===== config.mk =====
export PLATFORM = sky130hd
export DESIGN_NAME = pcf_align_regs
export DESIGN_NICKNAME = d
export VERILOG_FILES = /design/src/shared/pcf_pkg.sv /design/src/rtl/pcf_align_regs.sv /design/src/rtl/pcf_frame_counter.sv
export SDC_FILE = /design/constraint.sdc
export NUM_CORES = 1
export LEC_CHECK = 0
export BUFFER_PORTS_ARGS = -buffer_cell sky130_fd_sc_hd__buf_2
export CELL_PAD_IN_SITES_DETAIL_PLACEMENT = 1
export CELL_PAD_IN_SITES_GLOBAL_PLACEMENT = 2
export CORE_ASPECT_RATIO = 0.8
export CORE_MARGIN = 1
export CORE_UTILIZATION = 25
export DETAILED_ROUTE_END_ITERATION = 7
export HOLD_SLACK_MARGIN = 0.1
export PLACE_DENSITY = 0.64
export SKIP_LAST_GASP = 1
export SLEW_MARGIN = 20
export SYNTH_ARGS = -nofsm -noshare
export SYNTH_HDL_FRONTEND = slang
export SYNTH_SLANG_ARGS = --single-unit
export TNS_END_PERCENT = 30

===== constraint.sdc =====
create_clock -name sys_clk_i -period 2.05 [get_ports sys_clk_i]
set_input_delay 0.3075 -clock sys_clk_i [delete_from_list [all_inputs] [get_ports sys_clk_i]]
set_output_delay 0.3075 -clock sys_clk_i [all_outputs]
set_load 0.05 [all_outputs]

===== src/shared/pcf_pkg.sv =====
// constants of the pcm and cfi frame alignment register bank
package pcf_pkg;

  localparam int PCF_ADDR_W = 8;
  localparam int PCF_DATA_W = 8;
  localparam int PCF_CNT_W = 10;

  // register addresses, bank select bit already folded in
  localparam logic [7:0] PCF_ADR_DS_OFS = 8'h24;
  localparam logic [7:0] PCF_ADR_US_OFS = 8'h26;
  localparam logic [7:0] PCF_ADR_CLK_SHIFT = 8'h28;
  localparam logic [7:0] PCF_ADR_CFI_MODE1 = 8'h2c;
  localparam logic [7:0] PCF_ADR_CFI_MODE2 = 8'h2e;
  localparam logic [7:0] PCF_ADR_CFI_BITNUM = 8'h30;

  // reset values
  localparam logic [7:0] PCF_RST_DS_OFS = 8'h00;
  localparam logic [7:0] PCF_RST_US_OFS = 8'h00;
  localparam logic [7:0] PCF_RST_CLK_SHIFT = 8'h00;
  localparam logic [7:0] PCF_RST_CFI_MODE1 = 8'h00;
  localparam logic [7:0] PCF_RST_CFI_MODE2 = 8'h00;
  localparam logic [7:0] PCF_RST_CFI_BITNUM = 8'hff;
  localparam logic [7:0] PCF_RD_NONE = 8'h00;

  // clock shift register fields
  localparam logic [7:0] PCF_CLK_SHIFT_MASK = 8'h7f;
  localparam int PCF_CS_DS_LO = 5;
  localparam int PCF_CS_DS_EDGE = 4;
  localparam int PCF_CS_US_LO = 1;
  localparam int PCF_CS_US_EDGE = 0;
  localparam int PCF_LOW_OFS_W = 2;

  // cfi mode register two fields
  localparam int PCF_CM2_TX_EDGE = 3;
  localparam int PCF_CM2_RX_EDGE = 2;

  localparam logic [PCF_CNT_W-1:0] PCF_CNT_ZERO = 10'h000;
  localparam logic [PCF_CNT_W-1:0] PCF_CNT_ONE = 10'h001;

endpackage


===== src/rtl/pcf_align_regs.sv =====
// frame alignment register bank with pcm and cfi edge logic
`timescale 1ns/100ps
`default_nettype none
module pcf_align_regs
  import pcf_pkg::*;
(
  // clock and reset
  input wire logic sys_clk_i,
  input wire logic rst_n_i,
  // register port
  input wire logic [PCF_ADDR_W-1:0] reg_addr_i,
  input wire logic [PCF_DATA_W-1:0] reg_wdata_i,
  input wire logic reg_wr_i,
  input wire logic reg_rd_i,
  output logic [PCF_DATA_W-1:0] reg_rdata_o,
  // pcm highway
  input wire logic pcm_clk_i,
  input wire logic pcm_sync_i,
  input wire logic pcm_rxd_i,
  input wire logic pcm_tx_bit_i,
  input wire logic [PCF_CNT_W-1:0] pcm_frame_last_i,
  output logic pcm_txd_o,
  output logic ds_rx_bit_o,
  output logic ds_rx_valid_o,
  output logic [PCF_CNT_W-1:0] ds_count_o,
  output logic [PCF_CNT_W-1:0] us_count_o,
  // configurable frame interface
  input wire logic cfi_data_clock_i,
  input wire logic cfi_rxd_i,
  input wire logic cfi_tx_bit_i,
  output logic cfi_txd_o,
  output logic cfi_rx_bit_o,
  // configuration seen by the rest of the device
  output logic [PCF_DATA_W-1:0] cfi_mode_first_o,
  output logic [PCF_DATA_W-1:0] cfi_mode_second_o,
  output logic [PCF_DATA_W-1:0] cfi_bit_number_o
);

  ////////////////////////////////////////////////////////////////////////////
  // register file

  logic [7:0] pcm_downstream_offset;
  logic [7:0] pcm_upstream_offset;
  logic [7:0] pcm_clock_shift;
  logic [7:0] next_ds_ofs;
  logic [7:0] next_us_ofs;
  logic [7:0] next_clk_shift;
  logic [7:0] next_mode1;
  logic [7:0] next_mode2;
  logic [7:0] next_bitnum;
  logic [7:0] next_rdata;

  function automatic logic hit(input logic [7:0] a, input logic [7:0] reg_adr);
    return a == reg_adr;
  endfunction

  always_comb begin
    next_ds_ofs = pcm_downstream_offset;
    next_us_ofs = pcm_upstream_offset;
    next_clk_shift = pcm_clock_shift;
    next_mode1 = cfi_mode_first_o;
    next_mode2 = cfi_mode_second_o;
    next_bitnum = cfi_bit_number_o;
    next_rdata = PCF_RD_NONE;
    if (reg_wr_i) begin
      if (hit(reg_addr_i, PCF_ADR_DS_OFS)) begin
        next_ds_ofs = reg_wdata_i;
      end
      if (hit(reg_addr_i, PCF_ADR_US_OFS)) begin
        next_us_ofs = reg_wdata_i;
      end
      // the top bit is unused and kept at zero whatever is written
      if (hit(reg_addr_i, PCF_ADR_CLK_SHIFT)) begin
        next_clk_shift = reg_wdata_i & PCF_CLK_SHIFT_MASK;
      end
      if (hit(reg_addr_i, PCF_ADR_CFI_MODE1)) begin
        next_mode1 = reg_wdata_i;
      end
      if (hit(reg_addr_i, PCF_ADR_CFI_MODE2)) begin
        next_mode2 = reg_wdata_i;
      end
      if (hit(reg_addr_i, PCF_ADR_CFI_BITNUM)) begin
        next_bitnum = reg_wdata_i;
      end
    end
    if (reg_rd_i) begin
      unique case (reg_addr_i)
        PCF_ADR_DS_OFS: next_rdata = pcm_downstream_offset;
        PCF_ADR_US_OFS: next_rdata = pcm_upstream_offset;
        PCF_ADR_CLK_SHIFT: next_rdata = pcm_clock_shift;
        PCF_ADR_CFI_MODE1: next_rdata = cfi_mode_first_o;
        PCF_ADR_CFI_MODE2: next_rdata = cfi_mode_second_o;
        PCF_ADR_CFI_BITNUM: next_rdata = cfi_bit_number_o;
        default: next_rdata = PCF_RD_NONE;
      endcase
    end
  end

  // read data stands only in the cycle after the strobe, zero otherwise
  always_ff @(posedge sys_clk_i or negedge rst_n_i) begin
    if (!rst_n_i) begin
      pcm_downstream_offset <= PCF_RST_DS_OFS;
      pcm_upstream_offset <= PCF_RST_US_OFS;
      pcm_clock_shift <= PCF_RST_CLK_SHIFT;
      cfi_mode_first_o <= PCF_RST_CFI_MODE1;
      cfi_mode_second_o <= PCF_RST_CFI_MODE2;
      cfi_bit_number_o <= PCF_RST_CFI_BITNUM;
      reg_rdata_o <= PCF_RD_NONE;
    end else begin
      pcm_downstream_offset <= next_ds_ofs;
      pcm_upstream_offset <= next_us_ofs;
      pcm_clock_shift <= next_clk_shift;
      cfi_mode_first_o <= next_mode1;
      cfi_mode_second_o <= next_mode2;
      cfi_bit_number_o <= next_bitnum;
      reg_rdata_o <= next_rdata;
    end
  end

  ////////////////////////////////////////////////////////////////////////////
  // edge detection on the sampled link clocks

  logic pcm_clk_q;
  logic cfi_clk_q;
  logic pcm_sync_q;
  logic pcm_rise;
  logic pcm_fall;
  logic cfi_rise;
  logic cfi_fall;
  logic frame_sync;
  logic ds_edge_sel;
  logic us_edge_sel;
  logic cfi_tx_edge;
  logic cfi_rx_edge;
  logic ds_take;
  logic us_launch;
  logic cfi_launch;
  logic cfi_take;

  // edges are seen one system cycle late; the pcm clock must stay well below
  // half the system clock for this to hold
  assign pcm_rise = pcm_clk_i && !pcm_clk_q;
  assign pcm_fall = !pcm_clk_i && pcm_clk_q;
  assign cfi_rise = cfi_data_clock_i && !cfi_clk_q;
  assign cfi_fall = !cfi_data_clock_i && cfi_clk_q;
  assign frame_sync = pcm_sync_i && !pcm_sync_q;

  assign ds_edge_sel = pcm_clock_shift[PCF_CS_DS_EDGE];
  assign us_edge_sel = pcm_clock_shift[PCF_CS_US_EDGE];
  assign cfi_tx_edge = cfi_mode_second_o[PCF_CM2_TX_EDGE];
  assign cfi_rx_edge = cfi_mode_second_o[PCF_CM2_RX_EDGE];

  assign ds_take = ds_edge_sel ? pcm_rise : pcm_fall;
  assign us_launch = us_edge_sel ? pcm_rise : pcm_fall;
  assign cfi_launch = cfi_tx_edge ? cfi_fall : cfi_rise;
  assign cfi_take = cfi_rx_edge ? cfi_rise : cfi_fall;

  ////////////////////////////////////////////////////////////////////////////
  // data path

  logic next_pcm_txd;
  logic next_ds_bit;
  logic next_cfi_txd;
  logic next_cfi_rx;

  always_comb begin
    next_pcm_txd = us_launch ? pcm_tx_bit_i : pcm_txd_o;
    next_ds_bit = ds_take ? pcm_rxd_i : ds_rx_bit_o;
    next_cfi_txd = cfi_launch ? cfi_tx_bit_i : cfi_txd_o;
    next_cfi_rx = cfi_take ? cfi_rxd_i : cfi_rx_bit_o;
  end

  always_ff @(posedge sys_clk_i or negedge rst_n_i) begin
    if (!rst_n_i) begin
      pcm_clk_q <= 1'b0;
      cfi_clk_q <= 1'b0;
      pcm_sync_q <= 1'b0;
      pcm_txd_o <= 1'b0;
      ds_rx_bit_o <= 1'b0;
      ds_rx_valid_o <= 1'b0;
      cfi_txd_o <= 1'b0;
      cfi_rx_bit_o <= 1'b0;
    end else begin
      pcm_clk_q <= pcm_clk_i;
      cfi_clk_q <= cfi_data_clock_i;
      pcm_sync_q <= pcm_sync_i;
      pcm_txd_o <= next_pcm_txd;
      ds_rx_bit_o <= next_ds_bit;
      ds_rx_valid_o <= ds_take;
      cfi_txd_o <= next_cfi_txd;
      cfi_rx_bit_o <= next_cfi_rx;
    end
  end

  ////////////////////////////////////////////////////////////////////////////
  // frame bit counters

  logic [PCF_CNT_W-1:0] ds_offset;
  logic [PCF_CNT_W-1:0] us_offset;

  assign ds_offset = {pcm_downstream_offset, pcm_clock_shift[PCF_CS_DS_LO +: PCF_LOW_OFS_W]};
  assign us_offset = {pcm_upstream_offset, pcm_clock_shift[PCF_CS_US_LO +: PCF_LOW_OFS_W]};

  pcf_frame_counter u_ds_counter (
    .sys_clk_i(sys_clk_i),
    .rst_n_i(rst_n_i),
    .step_i(ds_take),
    .sync_i(frame_sync),
    .offset_i(ds_offset),
    .last_i(pcm_frame_last_i),
    .count_o(ds_count_o)
  );

  pcf_frame_counter u_us_counter (
    .sys_clk_i(sys_clk_i),
    .rst_n_i(rst_n_i),
    .step_i(us_launch),
    .sync_i(frame_sync),
    .offset_i(us_offset),
    .last_i(pcm_frame_last_i),
    .count_o(us_count_o)
  );
endmodule
`default_nettype wire


===== src/rtl/pcf_frame_counter.sv =====
// bit position counter of one pcm direction, reloaded on frame sync
`timescale 1ns/100ps
`default_nettype none
module pcf_frame_counter
  import pcf_pkg::*;
(
  // clock and reset
  input wire logic sys_clk_i,
  input wire logic rst_n_i,
  // control
  input wire logic step_i,
  input wire logic sync_i,
  input wire logic [PCF_CNT_W-1:0] offset_i,
  input wire logic [PCF_CNT_W-1:0] last_i,
  // state
  output logic [PCF_CNT_W-1:0] count_o
);

  logic [PCF_CNT_W-1:0] next_count;

  // sync wins over a step in the same cycle so the frame start is never missed
  always_comb begin
    next_count = count_o;
    if (sync_i) begin
      next_count = offset_i;
    end else if (step_i) begin
      if (count_o == last_i) begin
        next_count = PCF_CNT_ZERO;
      end else begin
        next_count = count_o + PCF_CNT_ONE;
      end
    end
  end

  always_ff @(posedge sys_clk_i or negedge rst_n_i) begin
    if (!rst_n_i) begin
      count_o <= PCF_CNT_ZERO;
    end else begin
      count_o <= next_count;
    end
  end

endmodule
`default_nettype wire


# Yosys cells after proc, flatten, opt, wreduce, memory -nomap -nowiden

Index checks and enable logic that the tools add are counted.

Equal/unequal tests: 8
Reductions and logical operators: 18
$add $sub $neg: 2
Muxes and demuxes: 12

Operators by type and width:

| cell                                                 | number |
|---|---|
| 2-to-1 mux 10 bit                                    | 6 |
| equality test 8 x 6 -> 1 bit (second input constant) | 6 |
| case mux 8 bit (6 select lines)                      | 1 |
| adder 10 x 1 -> 10 bit (second input constant)       | 2 |
| equality test 10 bit                                 | 2 |
| AND reduction 2 bit                                  | 6 |
| 2-to-1 mux 8 bit                                     | 1 |
| logical AND 1 bit                                    | 5 |
| logical NOT 1 bit                                    | 5 |
| 2-to-1 mux 1 bit                                     | 4 |
| nonzero test 2 bit                                   | 2 |

Logic and storage cells: 57
Bits in registers: 83
Input port bits: 37

# Logic depth before layout (Yosys ltp)

Word-level depth: 5
Gate-level depth with buffers: 7
Depth with buffers taken out: 6

# By module

A second synthesis with hierarchy kept.

Cell total of the unflattened synthesis: 392
Area total of the unflattened synthesis: 4574.4 µm²

By module, submodules not included:

| module                            | cells each | times used | area each (µm²) |
|---|---|---|---|
| pcf_align_regs                    | 196        | 1          | 2788.9 |
| pcf_frame_counter at u_ds_counter | 100        | 1          | 944.7 |
| pcf_frame_counter at u_us_counter | 96         | 1          | 840.8 |

# Worst setup path before layout

Ideal clock, no wire load.

Path type: register -> register
Start point: register u_ds_counter.count_o[1]
End point: register u_ds_counter.count_o[5]
Path buffers: 0
Required time: 1908 ps
Stages on the path, launching flop included: 6
Setup slack: -109 ps
Data arrival time: 2017 ps
Library setup time: 142 ps
Cells stage by stage: dfrtp_1 > xor2_1 > nor4_1 > nand3_1 > nor3_1 > a211oi_1

Longest elaborated chain between the ends: 4
Elaborated cells on any way between the ends: 5
Those cells by class: add/sub (1); eq/ne (1); mux (3)

RTL lines:

| item                                                                  | RTL line                                         | source |
|---|---|---|
| from (decl)                                                           | pcf_frame_counter.sv:16                          | `output logic [PCF_CNT_W-1:0] count_o` |
| from (signal assigned)                                                | pcf_frame_counter.sv:39                          | `count_o <= next_count;` |
| adder 10 x 1 -> 10 bit / equality test 10 bit (equally long branches) | pcf_frame_counter.sv:30, pcf_frame_counter.sv:27 |  |
| 2-to-1 mux 10 bit *                                                   | pcf_frame_counter.sv:27                          | `if (count_o == last_i) begin` |
| 2-to-1 mux 10 bit *                                                   | pcf_frame_counter.sv:26                          | `end else if (step_i) begin` |
| 2-to-1 mux 10 bit *                                                   | pcf_frame_counter.sv:24                          | `if (sync_i) begin` |

Every way passes the cells marked *; elsewhere a longest branch is shown, timed or not. The select of a mux whose other input is x is not followed.
A chain may end at the register's enable or synchronous reset.

# Final worst setup path

Start point: register u_us_counter.count_o[1]
End point: register u_us_counter.count_o[3]

Longest elaborated chain between the ends: 4
Elaborated cells on any way between the ends: 5
Those cells by class: add/sub (1); eq/ne (1); mux (3)

RTL lines:

| item                                                                  | RTL line |
|---|---|
| from (decl)                                                           | pcf_frame_counter.sv:16 |
| from (signal assigned)                                                | pcf_frame_counter.sv:39 |
| adder 10 x 1 -> 10 bit / equality test 10 bit (equally long branches) | pcf_frame_counter.sv:30, pcf_frame_counter.sv:27 |
| 2-to-1 mux 10 bit *                                                   | pcf_frame_counter.sv:27 |
| 2-to-1 mux 10 bit *                                                   | pcf_frame_counter.sv:26 |
| 2-to-1 mux 10 bit *                                                   | pcf_frame_counter.sv:24 |

Marked as above.

==> impl_metrics.py <==
metrics = {
    "timing": {
        "relSlewSlack": 0.656,
        "worst_hold_slack_ns": 0.113,
        "setup_tns_ns": 0,
        "max_freq_mhz": 525,
        "clock_skew_ns": 0.00612,
        "rsz0062_at_grt": "no",
        "timing.final.crit_period_ns": 1.90,
        "setup_viol": 0,
        "drv_slew": 0,
        "tightest_slew_ns": 0.517,
        "hold_violations": 0,
        "timing.final.crit_share": 0.929,
    },
    "die": {
        "die_w_um": 150,
        "std_cell_rows": 42,
        "initial_core_util": 0.259,
        "core_um2": 16800,
        "die_area_um2": 18000,
        "io-pin-count": 94,
        "dieHeight_um": 120,
    },
    "final_layout": {
        "fin_cells": 745,
        "n_antenna_cell": 0,
        "final_util": 0.333,
        "fillers": 1938,
        "area_delta_synth_final_pct": 28.4,
        "layout-drive-gt1-share": 0.406,
        "nNetsFinal": 559,
    },
    "power": {
        "power_per_cell_area_nw_per_um2": 825,
        "p_sw_frac": 0.340,
        "p_switching_mw": 1.57,
        "internal-power_mw": 3.05,
        "p_leak_nw": 2.69,
        "clkPwrFrac": 0.357,
        "power_frac_comb": 0.226,
        "power_frac_seq": 0.417,
        "ir_worst_vdd_v": 0.000384,
    },
    "route": {
        "num_vias": 3676,
        "wirelength_mm": 14.5,
        "drt-initial-drc-count": 151,
        "drc_errors": 0,
        "ant_nets": 0,
        "wl_per_cell_um": 19.5,
        "first_pass_iters": 4,
        "vias_per_cell": 4.93,
    },
    "hold_path": {
        "holdPathEnd": "cfi_clk_q$_DFF_PN0_",
        "min_from": "cfi_data_clock_i",
        "hp-class": "input port to register",
        "min_path_cells": 1,
    },
    "clock_network": {
        "cts.sinks": 83,
        "clk_pin_slew_ns": 0.07,
        "cts_tree": "built",
        "clock-root-buffer": "clkbuf_16",
        "h-tree-depth": 3,
        "insertion_delay_ns": 0.36,
        "cts_inserted_buffers": 9,
        "cts_buffer_depth": 2,
    },
    "synth": {
        "synth_seq_cells": 83,
        "yosys.area.top_type_share": 0.430,
        "synthArstFlopShare": 1.00,
        "syn_inst": 401,
        "synth_top_area_cell": "dfrtp_1",
        "yosys-top-cells-area": "dfrtp_1 (43%), mux2_2 (11%), dfstp_2 (4.8%)",
        "synth.most_common_cell": "dfrtp_1",
        "ys.warnings.count": 0,
        "seq_area_frac_synth": 0.478,
        "syn-cell-area_um2": 4360,
        "synth_nets": 440,
        "avgSynthCellArea_um2": 10.9,
        "synth-edff-count": 0,
        "synth_cell_type_count": 55,
        "ys_dominant_reg_cell": "dfrtp_1",
        "yosys-top-cells-count": "dfrtp_1 (75), mux2_2 (43), nor2_1 (31)",
    },
    "global_route": {
        "grt_pass1_wl_mm": 22.9,
        "grt_start_max_net_pins": 35,
        "grt_overflow_total": 0,
        "antenna_found_initial": 0,
        "grt_pass1_vias": 3959,
        "grt_usage": 0.172,
    },
    "critical_path": {
        "end_kind": "register",
        "rrSetupSlack_ns": 0.15,
        "worstSetupPathType": "register to register",
        "reg2reg_to": "u_us_counter.count_o[3]$_DFFE_PN0P_",
        "crit_required_ns": 2.29,
        "cp-start-kind": "register",
        "r2r_cells": 5,
        "cp_max_fo": 5,
        "crit_arrival_ns": 2.15,
        "r2r_start": "u_us_counter.count_o[1]$_DFFE_PN0P_",
    },
    "status": {
        "status": "finished clean",
    },
    "run": {
        "drv_cap": 0,
    },
    "placed_design": {
        "port_buffers": 93,
        "dpl.cell_count": 726,
        "gp_congestion": 0.787,
        "dp_hpwl_mm": 11.1,
    },
}
registers in the layout (all words and copies together), names as in the netlist:
register,count
cfi_bit_number_o,8
cfi_clk_q,1
cfi_mode_first_o,8
cfi_mode_second_o,8
cfi_rx_bit_o,1
cfi_txd_o,1
ds_rx_bit_o,1
ds_rx_valid_o,1
pcm_clk_q,1
pcm_clock_shift,7
pcm_downstream_offset,8
pcm_sync_q,1
pcm_txd_o,1
pcm_upstream_offset,8
reg_rdata_o,8
u_ds_counter.count_o,10
u_us_counter.count_o,10
worst max-delay path: stages (launching register included):
cell	delay [ns]
dfrtp_1	0.47
xor2_1	0.18
nor4_1	0.43
nor3b_1	0.24
nand4_1	0.24
o2111a_1	0.23
timing repair:
item	4_1_cts	5_1_grt
setup buffers	0	1
resized for setup	0	0
setup endpoints to repair	0	2
hold buffers	2	0
hold endpoints to repair	30	0
area by class of cell:
class	instances	area, um^2	area share
timing repair buffer	127	741	0.132
inverter	5	18.8	0.00335
sequential	83	2090	0.373
tap	220	275	0.0492
clock buffer	10	229	0.0409
multi-input combinational	294	2180	0.390
clock inverter	6	66.3	0.0118
power by group through the flow:
| stage | sequential, mW | combinational [mW] | clock [mW] |
|---|---|---|---|
| 2_1_floorplan | 2.25 | 0.346 | 0 |
| 3_3_place_gp | 1.95 | 1.03 | 0 |
| 3_5_place_dp | 1.96 | 1.05 | 0 |
| 4_1_cts | 1.93 | 1.06 | 1.69 |
| 5_1_grt | 1.95 | 1.13 | 1.74 |
| 6_report | 1.93 | 1.04 | 1.65 |
stage by stage:
stage / worst slack [ns] / power (mW) / area (um^2)
global placement: 0.0472 / 2.99 / 5280
finish: 0.145 / 4.62 / 5600
CTS: 0.101 / 4.68 / 5590
detailed placement: 0.0122 / 3.01 / 5280
floorplan: 0.0134 / 2.60 / 4370
global route: 0.00939 / 4.83 / 5600
how the worst max path moves through the flow:
| stage | from | depth (start not counted) | end |
|---|---|---|---|
| after CTS | u_us_counter.count_o[1]$_DFFE_PN0P_ | 5 | u_us_counter.count_o[1]$_DFFE_PN0P_ |
| after floorplan | u_ds_counter.count_o[1]$_DFFE_PN0P_ | 5 | u_ds_counter.count_o[5]$_DFFE_PN0P_ |
| after detailed placement | reg_addr_i[7] | 6 | reg_rdata_o[7]$_DFF_PN0_ |
| final | u_us_counter.count_o[1]$_DFFE_PN0P_ | 5 | u_us_counter.count_o[3]$_DFFE_PN0P_ |
| after global placement | reg_addr_i[7] | 6 | pcm_clock_shift[4]$_DFFE_PN0P_ |
| after global routing | u_us_counter.count_o[1]$_DFFE_PN0P_ | 5 | u_us_counter.count_o[3]$_DFFE_PN0P_ |
cell families after synthesis:
| kind of cell | after synthesis | synth area share |
|---|---|---|
| and+or+nand+nor | 143 | 0.188 |
| DFF | 83 | 0.478 |
| AOI/OAI and AO/OA | 71 | 0.109 |
| muxes | 52 | 0.141 |
| xor gates and xnor gates | 26 | 0.0522 |
| buffers and inverters | 24 | 0.0255 |
| adders and majority gates | 2 | 0.00574 |
routing by layer:
| layer | wire length, um | track usage | vias up | part of all wire |
|---|---|---|---|---|
| met2 | 6470 | 0.255 | 78 | 0.45 |
| met4 | 267 | 0.0600 | 0 | 0.018 |
| met5 | 0 | 0 | - | 0 |
| li1 | - | - | 1718 | - |
| met1 | 7190 | 0.242 | 1860 | 0.50 |
| met3 | 583 | 0.0380 | 20 | 0.040 |
cells in the final DEF (no fill, tap or decap), drive strengths merged, types with 8 or more instances in the layout:
cell type / synthesis / final
a21oi: 18 / 18
a31oi: 10 / 10
o21ai: 12 / 12
mux2: 52 / 52
and3: 13 / 13
buf: 4 / 125
xor2: 23 / 23
nor3: 9 / 9
nand2: 31 / 31
nand3: 14 / 14
dfstp: 8 / 8
dfrtp: 75 / 75
nand4: 9 / 9
nor2: 31 / 31
clkbuf: 15 / 10
No activity file was read; power rests on OpenSTA's default activity.
